<file path="src/verilog/fpa_pkg.sv">
// Purpose: shared constants of the flash protection and abort controller
// Assumes: 50 MHz pclk, 32-bit register words, two 128 kB flash blocks
// Notes:   offsets are byte addresses inside the controller window
package fpa_pkg;
  localparam logic [31:0] USER_KEY        = 32'hf123f456;
  localparam logic [31:0] RP_VALUE        = 32'h0000003a;
  localparam logic [31:0] PRO_RST         = 32'hffffffff;
  localparam logic [31:0] CSETUP_RST      = 32'h00000002;
  localparam logic [31:0] CON1_RST        = 32'h00000001;

  localparam logic [7:0]  OFF_STA    = 8'h00;
  localparam logic [7:0]  OFF_CON0   = 8'h04;
  localparam logic [7:0]  OFF_CMD    = 8'h08;
  localparam logic [7:0]  OFF_FLADR  = 8'h0c;
  localparam logic [7:0]  OFF_DATA0  = 8'h10;
  localparam logic [7:0]  OFF_DATA1  = 8'h14;
  localparam logic [7:0]  OFF_ADR0   = 8'h18;
  localparam logic [7:0]  OFF_ADR1   = 8'h1c;
  localparam logic [7:0]  OFF_KEY    = 8'h20;
  localparam logic [7:0]  OFF_PRO0   = 8'h28;
  localparam logic [7:0]  OFF_PRO1   = 8'h2c;
  localparam logic [7:0]  OFF_SIG    = 8'h34;
  localparam logic [7:0]  OFF_CON1   = 8'h38;
  localparam logic [7:0]  OFF_AEN0   = 8'h48;
  localparam logic [7:0]  OFF_AEN1   = 8'h4c;
  localparam logic [7:0]  OFF_CSTAT  = 8'hc0;
  localparam logic [7:0]  OFF_CSETUP = 8'hc4;
  localparam logic [7:0]  OFF_CKEY   = 8'hc8;

  localparam int STA_BUSY   = 0;
  localparam int STA_DONE   = 2;
  localparam int STA_RES_LO = 4;
  localparam int STA_FAIL   = 6;
  localparam int STA_ECC_LO = 7;
  localparam int CON0_IE    = 0;
  localparam int CON1_SWD   = 0;
  localparam int CON1_KHDMA = 2;
  localparam int CACHE_I    = 0;
  localparam int CACHE_D    = 16;
  localparam int BLK_BIT    = 17;
  localparam int PAGE_LO    = 12;
  localparam int NUM_IRQ    = 55;

  localparam logic [1:0] RES_OK     = 2'h0;
  localparam logic [1:0] RES_DENIED = 2'h1;
  localparam logic [1:0] RES_PROT   = 2'h2;
  localparam logic [1:0] RES_ABORT  = 2'h3;

  localparam logic [3:0] CMD_IDLE   = 4'h0;
  localparam logic [3:0] CMD_SIGN   = 4'h2;
  localparam logic [3:0] CMD_PERASE = 4'h4;
  localparam logic [3:0] CMD_MERASE0 = 4'h5;
  localparam logic [3:0] CMD_MERASE1 = 4'h6;
  localparam logic [3:0] CMD_MVERIFY = 4'h7;
  localparam logic [3:0] CMD_ABORT  = 4'h8;
  localparam logic [3:0] CMD_WRITE  = 4'hf;

  localparam int CNT_W         = 20;
  localparam int CLK_NS        = 20;
  localparam int WRITE_NS      = 75000;
  localparam int ERASE_MS      = 18;
  localparam int SIGN_INFO_CYC = 512;
  localparam int SIGN_USER_CYC = 32768;
  localparam int WRITE_CYC     = WRITE_NS / CLK_NS;
  localparam int ERASE_CYC     = ERASE_MS * 1000000 / CLK_NS;
  localparam int CACHE_INIT_CYC = 16;

  localparam logic [7:0] HOFF_ADDR  = 8'h00;
  localparam logic [7:0] HOFF_WDATA = 8'h04;
  localparam logic [7:0] HOFF_GO    = 8'h08;
  localparam logic [7:0] HOFF_RDATA = 8'h0c;
  localparam logic [7:0] HOFF_STAT  = 8'h10;
  localparam int HADDR_WE = 8;

  function automatic logic fpa_page_prot(input logic [31:0] pro, input logic [31:0] addr);
    return pro[addr[PAGE_LO+4:PAGE_LO]];
  endfunction : fpa_page_prot
endpackage : fpa_pkg

</file>
<file path="src/verilog/fpa_link_if.sv">
// Purpose: register link between the controller end and the flash device end
// Assumes: one request at a time, request held until ack
// Notes:   ack is a one-cycle pulse with rdata valid in the same cycle
`timescale 1ns/1ps
interface fpa_link_if (
  input wire logic pclk,
  input wire logic presetn
);
  logic        req;
  logic        we;
  logic [7:0]  addr;
  logic [31:0] wdata;
  logic        ack;
  logic [31:0] rdata;

  modport dev  (input req, we, addr, wdata, output ack, rdata);
  modport host (output req, we, addr, wdata, input ack, rdata);
endinterface : fpa_link_if

</file>
<file path="src/verilog/fpa_op_timer.sv">
// Purpose: duration counter of one flash block operation
// Assumes: start and kill are single-cycle pulses
// Notes:   kill stops the count without a done pulse
`timescale 1ns/1ps
module fpa_op_timer
  import fpa_pkg::*;
(
  input  wire logic             pclk,
  input  wire logic             presetn,
  input  wire logic             start,
  input  wire logic [CNT_W-1:0] cycles,
  input  wire logic             kill,
  output logic                  busy,
  output logic                  done
);
  logic [CNT_W-1:0] cnt_q;

  always_ff @(posedge pclk or negedge presetn) begin
    if (!presetn) begin
      cnt_q <= '0;
      busy  <= 1'b0;
      done  <= 1'b0;
    end else begin
      done <= 1'b0;
      if (kill) begin
        busy <= 1'b0;
      end else if (start) begin
        cnt_q <= cycles;
        busy  <= 1'b1;
      end else if (busy) begin
        if (cnt_q <= 1) begin
          busy <= 1'b0;
          done <= 1'b1;
        end
        cnt_q <= cnt_q - 1'b1;
      end
    end
  end
endmodule : fpa_op_timer

</file>
<file path="src/verilog/fpa_flash_dev.sv">
// Purpose: key, read and write protection, abort and cache control of a two-block flash
// Assumes: link requests held until ack; irq and array inputs are on pclk
// Notes:   array work is modelled by per-block duration timers
//
// The implementer's own choices: the APB slave port and the register addresses.
`timescale 1ns/1ps
module fpa_flash_dev
  import fpa_pkg::*;
#(
  parameter int ERASE_CYCLES     = ERASE_CYC,
  parameter int SIGN_USER_CYCLES = SIGN_USER_CYC
) (
  input  wire logic               pclk,
  input  wire logic               presetn,
  fpa_link_if.dev                 lnk,
  input  wire logic [NUM_IRQ-1:0] irq_lines,
  input  wire logic               kernel_run,
  input  wire logic [31:0]        prot_word0,
  input  wire logic [31:0]        prot_word1,
  input  wire logic [31:0]        rp_key0,
  input  wire logic [31:0]        rp_key1,
  input  wire logic               ecc_fix,
  input  wire logic               ecc_fail,
  input  wire logic [23:0]        sign_crc,
  input  wire logic               dl_mass_req,
  input  wire logic               dl_page_req,
  input  wire logic [31:0]        dl_addr,
  input  wire logic               fetch_req,
  input  wire logic               fetch_blk,
  output logic                    swd_enable,
  output logic                    fetch_stall,
  output logic                    cmd_irq,
  output logic                    dl_reject,
  output logic [1:0]              cache_inval
);
  typedef enum logic [1:0] {FPA_IDLE, FPA_RUN, FPA_DL2} fpa_state_t;

  fpa_state_t  st_q;
  logic        ack_q, key_q, ckey_q, rp_lock_q, loaded_q, kern_q;
  logic [31:0] rdata_q, con0_q, con1_q, fladr_q, data0_q, adr0_q, adr1_q;
  logic [31:0] pro0_q, pro1_q, aen0_q, csetup_q;
  logic [22:0] aen1_q;
  logic [23:0] sig_q;
  logic        busy_q, done_q, fail_q, op_blk_q, ecc1_q, ecc2_q, dl_first_q;
  logic [1:0]  res_q, ecc_flags_q;
  logic [3:0]  kind_q;
  logic [1:0]  cstat_q;
  logic [4:0]  ccnt_q;
  logic        acc, wr, abort_hit, khdma_go;
  logic        go, go_blk;
  logic [3:0]  go_kind;
  logic [31:0] go_addr;
  logic [CNT_W-1:0] go_cyc;
  logic [1:0]  t_start, t_kill, t_busy, t_done;

  assign acc = lnk.req & ~ack_q;
  assign wr  = acc & lnk.we;
  assign lnk.ack   = ack_q;
  assign lnk.rdata = rdata_q;
  assign abort_hit = |({aen1_q, aen0_q} & irq_lines);
  assign fetch_stall = fetch_req & t_busy[fetch_blk];

  function automatic logic [CNT_W-1:0] op_cycles(input logic [3:0] k, input logic info);
    case (k)
      CMD_WRITE:  op_cycles = CNT_W'(WRITE_CYC);
      CMD_SIGN:   op_cycles = info ? CNT_W'(SIGN_INFO_CYC) : CNT_W'(SIGN_USER_CYCLES);
      CMD_MVERIFY: op_cycles = CNT_W'(SIGN_USER_CYCLES);
      default:    op_cycles = CNT_W'(ERASE_CYCLES);
    endcase
  endfunction : op_cycles

  // the keyhole upper word launches a 64-bit write
  assign khdma_go = wr && lnk.addr == OFF_DATA1 && (key_q || con1_q[CON1_KHDMA]);

  always_comb begin
    go      = 1'b0;
    go_kind = CMD_IDLE;
    go_addr = adr0_q;
    go_blk  = 1'b0;
    if (st_q == FPA_IDLE) begin
      if (wr && lnk.addr == OFF_CMD && lnk.wdata[3:0] != CMD_ABORT && lnk.wdata[3:0] != CMD_IDLE) begin
        go      = 1'b1;
        go_kind = lnk.wdata[3:0];
      end else if (khdma_go) begin
        go      = 1'b1;
        go_kind = CMD_WRITE;
        go_addr = fladr_q;
      end else if (dl_page_req) begin
        go      = ~rp_lock_q;
        go_kind = CMD_PERASE;
        go_addr = dl_addr;
      end else if (dl_mass_req) begin
        go      = 1'b1;
        go_kind = rp_key0 == RP_VALUE ? CMD_MERASE1 : CMD_MERASE0;
      end
    end
    case (go_kind)
      CMD_MERASE0: go_blk = 1'b0;
      CMD_MERASE1: go_blk = 1'b1;
      default:     go_blk = go_addr[BLK_BIT];
    endcase
    go_cyc = op_cycles(go_kind, adr0_q[16:11] == adr1_q[16:11]);
  end

  genvar gi;
  generate
    for (gi = 0; gi < 2; gi++) begin : g_blk
      fpa_op_timer u_tmr (
        .pclk    (pclk),
        .presetn (presetn),
        .start   (t_start[gi]),
        .cycles  (go_cyc),
        .kill    (t_kill[gi]),
        .busy    (t_busy[gi]),
        .done    (t_done[gi])
      );
    end
  endgenerate

  logic denied, prot_hit, start_ok, cmd_abort, run_abort;
  // keyhole path already demanded the key or the dma enable
  assign denied    = go && wr && !key_q && !khdma_go;
  assign prot_hit  = go && (go_kind == CMD_WRITE || go_kind == CMD_PERASE) &&
                     fpa_page_prot(go_blk ? pro1_q : pro0_q, go_addr);
  assign start_ok  = go && !denied && !prot_hit && !abort_hit;
  assign cmd_abort = wr && lnk.addr == OFF_CMD && lnk.wdata[3:0] == CMD_ABORT;
  assign run_abort = st_q != FPA_IDLE && (abort_hit || cmd_abort);

  always_comb begin
    t_start = 2'b00;
    t_kill  = 2'b00;
    if (start_ok) t_start[go_blk] = 1'b1;
    if (st_q == FPA_DL2 && t_done[op_blk_q]) t_start[~op_blk_q] = 1'b1;
    if (run_abort) t_kill[op_blk_q] = 1'b1;
  end

  always_ff @(posedge pclk or negedge presetn) begin
    if (!presetn) begin
      st_q <= FPA_IDLE; busy_q <= 1'b0; done_q <= 1'b0; fail_q <= 1'b0;
      res_q <= RES_OK; kind_q <= CMD_IDLE; op_blk_q <= 1'b0; dl_first_q <= 1'b0;
      ecc1_q <= 1'b0; ecc2_q <= 1'b0; ecc_flags_q <= 2'b00; sig_q <= '0;
      cmd_irq <= 1'b0; dl_reject <= 1'b0;
    end else begin
      cmd_irq   <= 1'b0;
      dl_reject <= st_q == FPA_IDLE && dl_page_req && rp_lock_q;
      if (st_q != FPA_IDLE && kind_q == CMD_SIGN) begin
        ecc1_q <= ecc1_q | ecc_fix;
        ecc2_q <= ecc2_q | ecc_fail;
      end
      case (st_q)
        FPA_IDLE: begin
          if (go) begin
            done_q <= 1'b0;
            fail_q <= 1'b0;
            kind_q <= go_kind;
            op_blk_q <= go_blk;
            ecc1_q <= 1'b0;
            ecc2_q <= 1'b0;
            if (denied) begin
              res_q <= RES_DENIED;
              done_q <= 1'b1;
            end else if (prot_hit) begin
              res_q <= RES_PROT;
              done_q <= 1'b1;
              cmd_irq <= con0_q[CON0_IE];
            end else if (abort_hit) begin
              res_q <= RES_ABORT;
              fail_q <= 1'b1;
              done_q <= 1'b1;
            end else begin
              busy_q <= 1'b1;
              st_q <= go_kind == CMD_PERASE || !dl_mass_req || wr ? FPA_RUN : FPA_DL2;
              dl_first_q <= dl_mass_req && !wr && !khdma_go && !dl_page_req;
            end
          end
        end
        FPA_RUN, FPA_DL2: begin
          if (run_abort) begin
            res_q  <= RES_ABORT;
            fail_q <= 1'b1;
            busy_q <= 1'b0;
            done_q <= 1'b1;
            st_q   <= FPA_IDLE;
            cmd_irq <= con0_q[CON0_IE];
          end else if (t_done[op_blk_q]) begin
            if (st_q == FPA_DL2) begin
              op_blk_q <= ~op_blk_q;
              st_q <= FPA_RUN;
            end else begin
              busy_q <= 1'b0;
              done_q <= 1'b1;
              res_q  <= RES_OK;
              st_q   <= FPA_IDLE;
              cmd_irq <= con0_q[CON0_IE];
              if (kind_q == CMD_SIGN) begin
                ecc_flags_q <= {ecc2_q | ecc_fail, ecc1_q | ecc_fix};
                if (!(ecc1_q | ecc2_q | ecc_fix | ecc_fail)) sig_q <= sign_crc;
              end
            end
          end
        end
        default: st_q <= FPA_IDLE;
      endcase
    end
  end

  // protection loaded on the first cycle out of reset, straps not sampled under reset
  always_ff @(posedge pclk or negedge presetn) begin
    if (!presetn) begin
      loaded_q <= 1'b0; pro0_q <= PRO_RST; pro1_q <= PRO_RST;
    end else if (!loaded_q) begin
      loaded_q <= 1'b1;
      pro0_q <= prot_word0;
      pro1_q <= prot_word1;
    end else if (wr && key_q && lnk.addr == OFF_PRO0) begin
      pro0_q <= lnk.wdata;
    end else if (wr && key_q && lnk.addr == OFF_PRO1) begin
      pro1_q <= lnk.wdata;
    end
  end

  always_ff @(posedge pclk or negedge presetn) begin
    if (!presetn) begin
      key_q <= 1'b0;
    end else if (wr && lnk.addr == OFF_KEY) begin
      key_q <= lnk.wdata == USER_KEY;
    end else if (wr && lnk.addr == OFF_CMD) begin
      key_q <= 1'b0;
    end
  end

  always_ff @(posedge pclk or negedge presetn) begin
    if (!presetn) begin
      kern_q <= 1'b1; rp_lock_q <= 1'b0; swd_enable <= 1'b0; con1_q <= CON1_RST;
    end else begin
      kern_q <= kernel_run;
      if (wr && key_q && lnk.addr == OFF_CON1) con1_q <= lnk.wdata;
      if (kernel_run) begin
        swd_enable <= 1'b0;
      end else if (kern_q) begin
        rp_lock_q  <= rp_key0 == RP_VALUE || rp_key1 == RP_VALUE;
        swd_enable <= !(rp_key0 == RP_VALUE || rp_key1 == RP_VALUE) && con1_q[CON1_SWD];
      end else begin
        swd_enable <= !rp_lock_q && con1_q[CON1_SWD];
      end
      // lock lifts only once both blocks are gone
      if (st_q == FPA_RUN && dl_first_q && t_done[op_blk_q]) rp_lock_q <= 1'b0;
    end
  end

  always_ff @(posedge pclk or negedge presetn) begin
    if (!presetn) begin
      ckey_q <= 1'b0; csetup_q <= CSETUP_RST; cstat_q <= 2'b00; ccnt_q <= '0; cache_inval <= 2'b00;
    end else begin
      cache_inval <= 2'b00;
      if (wr && lnk.addr == OFF_CKEY) ckey_q <= lnk.wdata == USER_KEY;
      if (wr && lnk.addr == OFF_CSETUP && ckey_q) begin
        csetup_q <= lnk.wdata;
        ckey_q   <= 1'b0;
        if (lnk.wdata[CACHE_I] || lnk.wdata[CACHE_D]) begin
          cstat_q <= {lnk.wdata[CACHE_D], lnk.wdata[CACHE_I]};
          cache_inval <= {lnk.wdata[CACHE_D], lnk.wdata[CACHE_I]};
          ccnt_q  <= 5'(CACHE_INIT_CYC);
        end
      end else if (ccnt_q != 0) begin
        ccnt_q <= ccnt_q - 1'b1;
        if (ccnt_q == 5'd1) cstat_q <= 2'b00;
      end
    end
  end

  always_ff @(posedge pclk or negedge presetn) begin
    if (!presetn) begin
      con0_q <= '0; fladr_q <= '0; data0_q <= '0; adr0_q <= '0; adr1_q <= '0;
      aen0_q <= '0; aen1_q <= '0;
    end else if (wr) begin
      case (lnk.addr)
        OFF_CON0:  con0_q  <= lnk.wdata;
        OFF_FLADR: fladr_q <= lnk.wdata;
        OFF_DATA0: data0_q <= lnk.wdata;
        OFF_ADR0:  adr0_q  <= lnk.wdata;
        OFF_ADR1:  adr1_q  <= lnk.wdata;
        OFF_AEN0:  aen0_q  <= lnk.wdata;
        OFF_AEN1:  aen1_q  <= lnk.wdata[22:0];
        default:   ;
      endcase
    end
  end

  always_ff @(posedge pclk or negedge presetn) begin
    if (!presetn) begin
      ack_q <= 1'b0; rdata_q <= '0;
    end else begin
      ack_q <= acc;
      if (acc && !lnk.we) begin
        case (lnk.addr)
          OFF_STA:    rdata_q <= {23'h0, ecc_flags_q, fail_q, res_q, 1'b0, done_q, 1'b0, busy_q};
          OFF_CON0:   rdata_q <= con0_q;
          OFF_FLADR:  rdata_q <= fladr_q;
          OFF_DATA0:  rdata_q <= data0_q;
          OFF_ADR0:   rdata_q <= adr0_q;
          OFF_ADR1:   rdata_q <= adr1_q;
          OFF_PRO0:   rdata_q <= pro0_q;
          OFF_PRO1:   rdata_q <= pro1_q;
          OFF_SIG:    rdata_q <= {8'h0, sig_q};
          OFF_CON1:   rdata_q <= con1_q;
          OFF_AEN0:   rdata_q <= aen0_q;
          OFF_AEN1:   rdata_q <= {9'h0, aen1_q};
          OFF_CSTAT:  rdata_q <= {15'h0, cstat_q[1], 15'h0, cstat_q[0]};
          OFF_CSETUP: rdata_q <= csetup_q;
          default:    rdata_q <= '0;
        endcase
      end
    end
  end
endmodule : fpa_flash_dev

</file>
<file path="src/flat_wrapper.sv">
// flat-port wrapper written by rule: the top's interface ports become plain ports
module fpa_flash_dev_flat import fpa_pkg::*;
#(
  parameter int ERASE_CYCLES     = ERASE_CYC,
  parameter int SIGN_USER_CYCLES = SIGN_USER_CYC
)
  (pclk, presetn, irq_lines, kernel_run, prot_word0, prot_word1, rp_key0, rp_key1, ecc_fix, ecc_fail, sign_crc, dl_mass_req, dl_page_req, dl_addr, fetch_req, fetch_blk, swd_enable, fetch_stall, cmd_irq, dl_reject, cache_inval, lnk_req, lnk_we, lnk_addr, lnk_wdata, lnk_ack, lnk_rdata);
  fpa_link_if lnk_i (.pclk(pclk), .presetn(presetn));
  input  wire logic pclk;
  input  wire logic presetn;
  input  wire logic [NUM_IRQ-1:0] irq_lines;
  input  wire logic kernel_run;
  input  wire logic [31:0] prot_word0;
  input  wire logic [31:0] prot_word1;
  input  wire logic [31:0] rp_key0;
  input  wire logic [31:0] rp_key1;
  input  wire logic ecc_fix;
  input  wire logic ecc_fail;
  input  wire logic [23:0] sign_crc;
  input  wire logic dl_mass_req;
  input  wire logic dl_page_req;
  input  wire logic [31:0] dl_addr;
  input  wire logic fetch_req;
  input  wire logic fetch_blk;
  output logic swd_enable;
  output logic fetch_stall;
  output logic cmd_irq;
  output logic dl_reject;
  output logic [1:0] cache_inval;
  input wire logic [$bits(lnk_i.req)-1:0] lnk_req;
  input wire logic [$bits(lnk_i.we)-1:0] lnk_we;
  input wire logic [$bits(lnk_i.addr)-1:0] lnk_addr;
  input wire logic [$bits(lnk_i.wdata)-1:0] lnk_wdata;
  output wire logic [$bits(lnk_i.ack)-1:0] lnk_ack;
  output wire logic [$bits(lnk_i.rdata)-1:0] lnk_rdata;
  assign lnk_i.req = lnk_req;
  assign lnk_i.we = lnk_we;
  assign lnk_i.addr = lnk_addr;
  assign lnk_i.wdata = lnk_wdata;
  assign lnk_ack = lnk_i.ack;
  assign lnk_rdata = lnk_i.rdata;
  fpa_flash_dev #(.ERASE_CYCLES(ERASE_CYCLES), .SIGN_USER_CYCLES(SIGN_USER_CYCLES)) u_core (.pclk(pclk), .presetn(presetn), .lnk(lnk_i), .irq_lines(irq_lines), .kernel_run(kernel_run), .prot_word0(prot_word0), .prot_word1(prot_word1), .rp_key0(rp_key0), .rp_key1(rp_key1), .ecc_fix(ecc_fix), .ecc_fail(ecc_fail), .sign_crc(sign_crc), .dl_mass_req(dl_mass_req), .dl_page_req(dl_page_req), .dl_addr(dl_addr), .fetch_req(fetch_req), .fetch_blk(fetch_blk), .swd_enable(swd_enable), .fetch_stall(fetch_stall), .cmd_irq(cmd_irq), .dl_reject(dl_reject), .cache_inval(cache_inval));
endmodule
</file>
<file path="config.mk">
export PLATFORM = sky130hd
export DESIGN_NAME = fpa_flash_dev_flat
export DESIGN_NICKNAME = d
export VERILOG_FILES = /design/src/verilog/fpa_pkg.sv /design/src/verilog/fpa_link_if.sv /design/src/verilog/fpa_op_timer.sv /design/src/verilog/fpa_flash_dev.sv /design/src/flat_wrapper.sv
export SDC_FILE = /design/constraint.sdc
export NUM_CORES = 1
export LEC_CHECK = 0
export BUFFER_PORTS_ARGS = -buffer_cell sky130_fd_sc_hd__buf_2
export CAP_MARGIN = 20
export CORE_ASPECT_RATIO = 1.2
export CORE_UTILIZATION = 43
export CTS_CLUSTER_DIAMETER = 100
export DETAILED_ROUTE_END_ITERATION = 7
export HOLD_SLACK_MARGIN = 0.02
export SYNTH_ARGS = -nofsm -noshare
export SYNTH_HDL_FRONTEND = slang
export SYNTH_SLANG_ARGS = --single-unit
</file>
<file path="constraint.sdc">
create_clock -name pclk -period 8.8 [get_ports pclk]
set_input_delay 1.32 -clock pclk [delete_from_list [all_inputs] [get_ports pclk]]
set_output_delay 1.32 -clock pclk [all_outputs]
set_load 0.05 [all_outputs]
</file>
==> impl_metrics.tcl, run 1 <==
set metrics [dict create \
    postCtsResizedCells 0 \
    drtPass1Iterations 8 \
    layout.area.seq_mm2 0.0120 \
    die_ht_um 259 \
    grt_setup_unrepaired "false" \
    netlist.top_cell.by_area "sky130_fd_sc_hd__dfrtp_1" \
    synth.top_cell.area_share_pct 43.5 \
    finalCoreUtilization_pct 50.9 \
    worst_setup_path_startpoint "lnk_addr[5]" \
    hold_fails_final_rpt 0 \
    floorplan.initialDensity_pct 43.8 \
    cts_htree_levels 2 \
    detail_route.wirelength_um 86800 \
    drt_first_iter_violations 1959 \
    final_max_slew_viol_count 0 \
    placed_instances 2969 \
    io_buf_count 302 \
    powerDensity_mw_per_mm2 213 \
    ctsHoldBuffers 0 \
    multi_input_area_mm2 0.0110 \
    grt_overflow 0 \
    synthCells 2071 \
    fp.dieArea_mm2 0.0560 \
    timing.critical_path.to "u_core.g_blk[0].u_tmr.cnt_q[16]" \
    synthesis_stage_register_bit_count 478 \
    cts_tree "yes" \
    n_antenna_cell 0 \
    postSynth.asyncResetShare_pct 100 \
    ys_types 80 \
    core.rowCount 93 \
    timing.max_slew.rel_slack_pct 26.6 \
    detail-route-antenna-nets 0 \
    first_global_vias 19210 \
    synth_enable_flop_cells 0 \
    core_area_mm2 0.0540 \
    cts_inserted_buffers 50 \
    critPathArrivalTime_ps 6960 \
    path_class "in -> reg" \
    synth_seq_area_share_pct 50.9 \
    critical_path_peak_fanout 22 \
    dominantRegCellSynth "sky130_fd_sc_hd__dfrtp_1" \
    max_freq_mhz 155 \
    critPathRequiredTime_ps 9310 \
    overall_die_width_um 216 \
    clk_transition_reported_paths_ps 60 \
    wl_per_cell_um 28.4 \
    finalSetupViolations 0 \
    r2r_slack_ps 2810 \
    antenna_found_initial 2 \
    via_count_normalized_by_instance_count 6.21 \
    clock_network_latency_to_the_later_pin_of_the_worst_skew_pair_ps 650 \
    cp-start-kind "primary input" \
    top_level_ports 329 \
    grt_pass1_wl_um 127000 \
    maxCapViolations 0 \
    final_cells 3062 \
    synth.yosys.warnings 0 \
    gpl.final_weighted_congestion 0.920 \
    syn-cell-area_mm2 0.0237 \
    post_cts_setup_buffer_count 0 \
    yosys-top-cells-area "sky130_fd_sc_hd__dfrtp_1 43%, sky130_fd_sc_hd__mux2_2 14%, sky130_fd_sc_hd__dfstp_2 7.4%" \
    static-leakage-power_nw 13.5 \
    finalCriticalPeriod_ps 6440 \
    layout.filler_cells 4889 \
    worstHoldPathType "reg -> reg" \
    fin_worst_skew_ps 52.5 \
    final.period_utilization_pct 73.2 \
    synthTopCellsByCount "411 x sky130_fd_sc_hd__dfrtp_1, 302 x sky130_fd_sc_hd__mux2_2, 147 x sky130_fd_sc_hd__mux2i_1" \
    vdd_ir_drop_max_uv 157 \
    clockRootBuffer "sky130_fd_sc_hd__clkbuf_16" \
    clkSinkCount 478 \
    dpl.hpwl_um 60500 \
    synth_most_common_cell "sky130_fd_sc_hd__dfrtp_1" \
    post_route_cells_drive_above_1_share_pct 34.8 \
    maximum_count_of_clock_buffers_along_a_single_path 3 \
    drt_drc_violations_left 0 \
    reg2reg_from "u_core.lnk.ack" \
    flow.area_growth_from_synthesis_pct 16.1 \
    rr_worst_depth 13 \
    grt_start_max_net_pins 147 \
    gr-usage-all-layers_pct 30.8 \
    worst_slew_pin_slew_ps 1100 \
    fin_setup_tns_ps 0 \
    syn-mean-instance-area_um2 11.4 \
    total_nets_after_synthesis 2372 \
    detailroute.via_count 19004 \
    outcome "completed" \
    fin_nets 2610 \
    timing.rr.end "u_core.g_blk[0].u_tmr.cnt_q[16]" \
    critical_path.endpoint_type "flop" \
]
## power breakdown
| group | switching [mW] | internal [mW] | total, mW |
|---|---|---|---|
| Sequential | 0.169 | 2.37 | 2.54 |
| Clock | 0.940 | 1.24 | 2.18 |
| Combinational | 0.692 | 0.432 | 1.12 |
## layer usage
metal  global-route usage [%]  part of all wire [%]
met5                        0                 0.015
met4                     16.7                   5.7
met3                     3.80                   5.6
met2                     52.2                    49
met1                     38.2                    40
## layout by cell type, fill, tap and decap left out, types with 11 or more instances in the layout
cell type | Yosys | layout
sky130_fd_sc_hd__a21o_1 | 26 | 26
sky130_fd_sc_hd__nor2b_1 | 12 | 12
sky130_fd_sc_hd__a222oi_1 | 23 | 23
sky130_fd_sc_hd__a21oi_1 | 100 | 100
sky130_fd_sc_hd__nand2_1 | 120 | 120
sky130_fd_sc_hd__mux2i_1 | 147 | 147
sky130_fd_sc_hd__a31oi_1 | 21 | 21
sky130_fd_sc_hd__buf_2 | 5 | 301
sky130_fd_sc_hd__dfstp_2 | 67 | 67
sky130_fd_sc_hd__xor2_1 | 25 | 25
sky130_fd_sc_hd__nor4_1 | 31 | 31
sky130_fd_sc_hd__a221oi_1 | 63 | 63
sky130_fd_sc_hd__a22oi_1 | 30 | 30
sky130_fd_sc_hd__o21ai_0 | 64 | 64
sky130_fd_sc_hd__dfrtp_1 | 411 | 410
sky130_fd_sc_hd__mux2_2 | 302 | 302
sky130_fd_sc_hd__nor2_1 | 139 | 130
sky130_fd_sc_hd__xnor2_1 | 23 | 23
sky130_fd_sc_hd__nor3_1 | 32 | 30
sky130_fd_sc_hd__inv_1 | 23 | 23
sky130_fd_sc_hd__buf_4 | 3 | 35
sky130_fd_sc_hd__a22o_1 | 40 | 40
sky130_fd_sc_hd__nand3_1 | 34 | 31
sky130_fd_sc_hd__nand4_1 | 16 | 16
sky130_fd_sc_hd__clkbuf_16 | 0 | 50
sky130_fd_sc_hd__clkbuf_1 | 107 | 19
sky130_fd_sc_hd__ha_1 | 11 | 11
## per-stage QoR
stage / power [mW] / hold slack, ps / worst slack, ps / cell area (um^2)
after floorplan: 3.28 / 431 / 3600 / 23700
after global placement: 3.65 / 459 / 1820 / 25800
after detailed placement: 3.68 / 461 / 1860 / 25800
after CTS: 5.87 / 475 / 2460 / 27500
after global routing: 6.08 / 492 / 2120 / 27500
final: 5.84 / 470 / 2360 / 27500
## registers in the layout (all words and copies together), names as in the netlist, 24 cells and up
| register | cells |
|---|---|
| u_core.pro1_q | 32 |
| u_core.con1_q | 32 |
| u_core.adr0_q | 32 |
| u_core.con0_q | 32 |
| u_core.data0_q | 32 |
| u_core.adr1_q | 32 |
| u_core.lnk.rdata | 32 |
| u_core.sig_q | 24 |
| u_core.csetup_q | 32 |
| u_core.aen0_q | 32 |
| u_core.fladr_q | 32 |
| u_core.pro0_q | 32 |
| u_core.g_blk.u_tmr.cnt_q | 40 |
## cells by family (layout without fill, tap and decap cells)
kind of cell               Yosys count  count (layout)  share of synthesized area, %
DFF                                478             478                          50.9
and+or+nand+nor                    462             462                          9.70
muxes                              451             451                          20.7
AOI/OAI and AO/OA                  444             444                          13.4
buffers and inverters              176             455                          2.98
xor gates and xnor gates            48              48                          1.78
adders and majority gates           11              11                         0.582
other                                1               1                        0.0158
## worst min path at each step
stage                              start              endpoint  slack (ps)  depth (start not counted)
floorplan              u_core.dl_first_q      u_core.rp_lock_q         430                          1
global placement     u_core.lnk.rdata[5]   u_core.lnk.rdata[5]         460                          1
detailed placement   u_core.lnk.rdata[5]   u_core.lnk.rdata[5]         460                          1
CTS                  u_core.lnk.rdata[5]   u_core.lnk.rdata[5]         470                          1
global route        u_core.lnk.rdata[20]  u_core.lnk.rdata[20]         490                          1
finish               u_core.lnk.rdata[5]   u_core.lnk.rdata[5]         470                          1
## final cells by class
class                      count  share of cell area, %
clock inverter                17                  0.897
tap                          712                   3.24
timing repair buffer         339                   6.64
clock buffer                  76                   5.16
multi-input combinational   1417                   39.9
sequential                   478                   43.8
inverter                      23                  0.314
## critical path, stage by stage
cell,delay (ps)
sky130_fd_sc_hd__buf_2,270
sky130_fd_sc_hd__or4_1,750
sky130_fd_sc_hd__nor4_1,740
sky130_fd_sc_hd__nand2b_1,220
sky130_fd_sc_hd__o32ai_1,130
sky130_fd_sc_hd__o31ai_1,820
sky130_fd_sc_hd__nand2_1,640
sky130_fd_sc_hd__nand3b_1,250
sky130_fd_sc_hd__nand4_1,120
sky130_fd_sc_hd__and4b_1,330
sky130_fd_sc_hd__o32ai_1,120
sky130_fd_sc_hd__buf_4,210
sky130_fd_sc_hd__a32oi_4,740
sky130_fd_sc_hd__mux2i_1,280
Power figures use the tool's default switching activity.
==> run 2, diff against run 1 <==
Clock period 8.8 ns to 6 ns, I/O delays scaled along.
==> run 2 against run 1 <==
Global-route usage increased by 0.083 points; combinational power increased by 50%; routed wire length decreased by 0.10%; highest routed layer unchanged; hold slack got worse by 250 ps; die area unchanged; worst setup slack got worse by 1500 ps; core utilization increased by 0.59 points; critical endpoint is now u_core.g_blk[0].u_tmr.cnt_q[19].
==> impl_metrics.tcl, run 2 (synthesis gave the netlist of run 1 again) <==
set metrics [dict create \
    die_ht_um 259 \
    floorplan.initialDensity_pct 43.8 \
    clockPowerShare_pct 38.2 \
    maxCapViolations 0 \
    io_buf_count 302 \
    ctsHoldBuffers 0 \
    worst_slew_pin_slew_ps 1040 \
    drtPass1Iterations 5 \
    cts_htree_levels 2 \
    timing.max_slew.rel_slack_pct 29.6 \
    cts_inserted_buffers 52 \
    largest_register "u_core.g_blk.u_tmr.cnt_q" \
    fin_worst_skew_ps 35.4 \
    flow.area_growth_from_synthesis_pct 17.5 \
    layout.area.seq_mm2 0.0120 \
    rr_worst_depth 15 \
    fp.dieArea_mm2 0.0560 \
    gpl.final_weighted_congestion 0.929 \
    final_max_slew_viol_count 0 \
    final_cells 3088 \
    core_area_mm2 0.0540 \
    worst_setup_path_startpoint "lnk_addr[3]" \
    max_ffs_per_register 40 \
    drt_drc_violations_left 0 \
    critical_path_peak_fanout 22 \
    place_area_mm2 0.0260 \
    post-route-cell-area_mm2 0.0278 \
    critical_path.endpoint_type "flop" \
    grt_start_max_net_pins 145 \
    power.switching_fraction_pct 30.1 \
    postCtsResizedCells 0 \
    cts_tree "yes" \
    vdd_ir_drop_max_uv 240 \
    timing.rr.end "u_core.g_blk[0].u_tmr.cnt_q[19]" \
    fin_nets 2630 \
    clkSinkCount 478 \
    drt_first_iter_violations 2111 \
    placed_instances 2987 \
    clock_network_latency_to_the_later_pin_of_the_worst_skew_pair_ps 630 \
    multi_input_area_mm2 0.0110 \
    pwr-share-seq_pct 42.6 \
    critPathArrivalTime_ps 5650 \
    first_global_vias 19293 \
    clockRootBuffer "sky130_fd_sc_hd__clkbuf_16" \
    critPathRequiredTime_ps 6500 \
    hold_fails_final_rpt 0 \
    finalCoreUtilization_pct 51.5 \
    cp-start-kind "primary input" \
    gr-usage-all-layers_pct 30.8 \
    layout.filler_cells 4896 \
    netSwitchingPower_mw 2.64 \
    detail_route.wirelength_um 86700 \
    most-common-layout-cells "410 x sky130_fd_sc_hd__dfrtp_1, 302 x sky130_fd_sc_hd__mux2_2, 301 x sky130_fd_sc_hd__buf_2" \
    detail-route-antenna-nets 0 \
    via_count_normalized_by_instance_count 6.14 \
    worst_hold_slack_ps 225 \
    overall_die_width_um 216 \
    final.period_utilization_pct 85.7 \
    maximum_count_of_clock_buffers_along_a_single_path 3 \
    finalSetupViolations 0 \
    reg2reg_from "u_core.lnk.ack" \
    timing.critical_path.to "u_core.g_blk[0].u_tmr.cnt_q[19]" \
    path_class "in -> reg" \
    post_cts_setup_buffer_count 0 \
    outcome "completed" \
    post-place-ws_ps 344 \
    core.rowCount 93 \
    final_common_cell "sky130_fd_sc_hd__dfrtp_1" \
    grt_pass1_wl_um 127000 \
    intPower_mw 6.11 \
    fin_setup_tns_ps 0 \
    post_route_cells_drive_above_1_share_pct 35.6 \
    detailroute.via_count 18973 \
    grt_setup_unrepaired "false" \
    dpl.hpwl_um 60700 \
    setup_slack_ps 855 \
    clk_transition_reported_paths_ps 60 \
    power.combinational.fraction_pct 19.2 \
    report.power.total_mw 8.75 \
    finalCriticalPeriod_ps 5140 \
    r2r_slack_ps 900 \
    grt_overflow 0 \
    powerDensity_mw_per_mm2 315 \
    worstHoldPathType "in -> async" \
    static-leakage-power_nw 13.7 \
    top_level_ports 329 \
    wl_per_cell_um 28.1 \
    max_freq_mhz 194 \
    antenna_found_initial 3 \
]
## run 2: cell count changes in the layout (fill, tap and decap cells not counted), moves of 2 or more
| cell | delta |
|---|---|
| sky130_fd_sc_hd__clkbuf_1 | -5 |
| sky130_fd_sc_hd__clkbuf_8 | +7 |
| sky130_fd_sc_hd__buf_12 | +3 |
| sky130_fd_sc_hd__clkinvlp_4 | +2 |
| sky130_fd_sc_hd__buf_4 | +15 |
| sky130_fd_sc_hd__clkinv_2 | -3 |
| sky130_fd_sc_hd__clkbuf_16 | +2 |
| sky130_fd_sc_hd__diode_2 | +3 |
| sky130_fd_sc_hd__inv_6 | +2 |
## run 2: worst min-delay path by stage
| stage | endpoint | slack [ps] |
|---|---|---|
| final | u_core.g_blk[1].u_tmr.cnt_q[12] | 220 |
| after global routing | u_core.g_blk[1].u_tmr.cnt_q[12] | 240 |
| after CTS | u_core.g_blk[1].u_tmr.cnt_q[13] | 220 |
| after detailed placement | u_core.rp_lock_q | 450 |
| after global placement | u_core.lnk.rdata[0] | 460 |
| after floorplan | u_core.rp_lock_q | 430 |
## run 2: area by class of cell
| cell class | instances | share of cell area, % |
|---|---|---|
| repair buffers | 357 | 7.18 |
| flip-flops and latches | 478 | 43.3 |
| clock buffers | 80 | 5.56 |
| diodes | 3 | 0.0270 |
| clock inverters | 18 | 0.914 |
| inverters | 23 | 0.311 |
| well taps | 712 | 3.20 |
| multi-input cells | 1417 | 39.5 |
## run 2: worst max-delay path, cell delays in order
cell	delay, ps
sky130_fd_sc_hd__buf_2	130
sky130_fd_sc_hd__or4b_1	780
sky130_fd_sc_hd__nor4_4	650
sky130_fd_sc_hd__nor2_2	100
sky130_fd_sc_hd__o32a_1	260
sky130_fd_sc_hd__or4_1	580
sky130_fd_sc_hd__nor2b_4	170
sky130_fd_sc_hd__or4_1	580
sky130_fd_sc_hd__nor4_2	370
sky130_fd_sc_hd__o32ai_1	140
sky130_fd_sc_hd__buf_4	200
sky130_fd_sc_hd__a32oi_4	160
sky130_fd_sc_hd__buf_4	340
sky130_fd_sc_hd__mux2i_1	270
## run 2: per-layer routing
metal | part of all wire, % | global-route usage (%) | up-vias
met5 | 0.024 | 0 | -
met4 | 6.0 | 16.4 | 4
met3 | 6.1 | 4.90 | 221
met2 | 49 | 52.2 | 798
met1 | 39 | 37.8 | 9713
li1 | - | - | 8237
## run 2: power by group through the flow
stage | logic (mW) | registers, mW | clock network, mW
2_1_floorplan | 1.14 | 3.66 | 0
3_3_place_gp | 1.63 | 3.77 | 0
3_5_place_dp | 1.66 | 3.78 | 0
4_1_cts | 1.67 | 3.72 | 3.40
5_1_grt | 1.85 | 3.75 | 3.53
6_report | 1.68 | 3.73 | 3.34
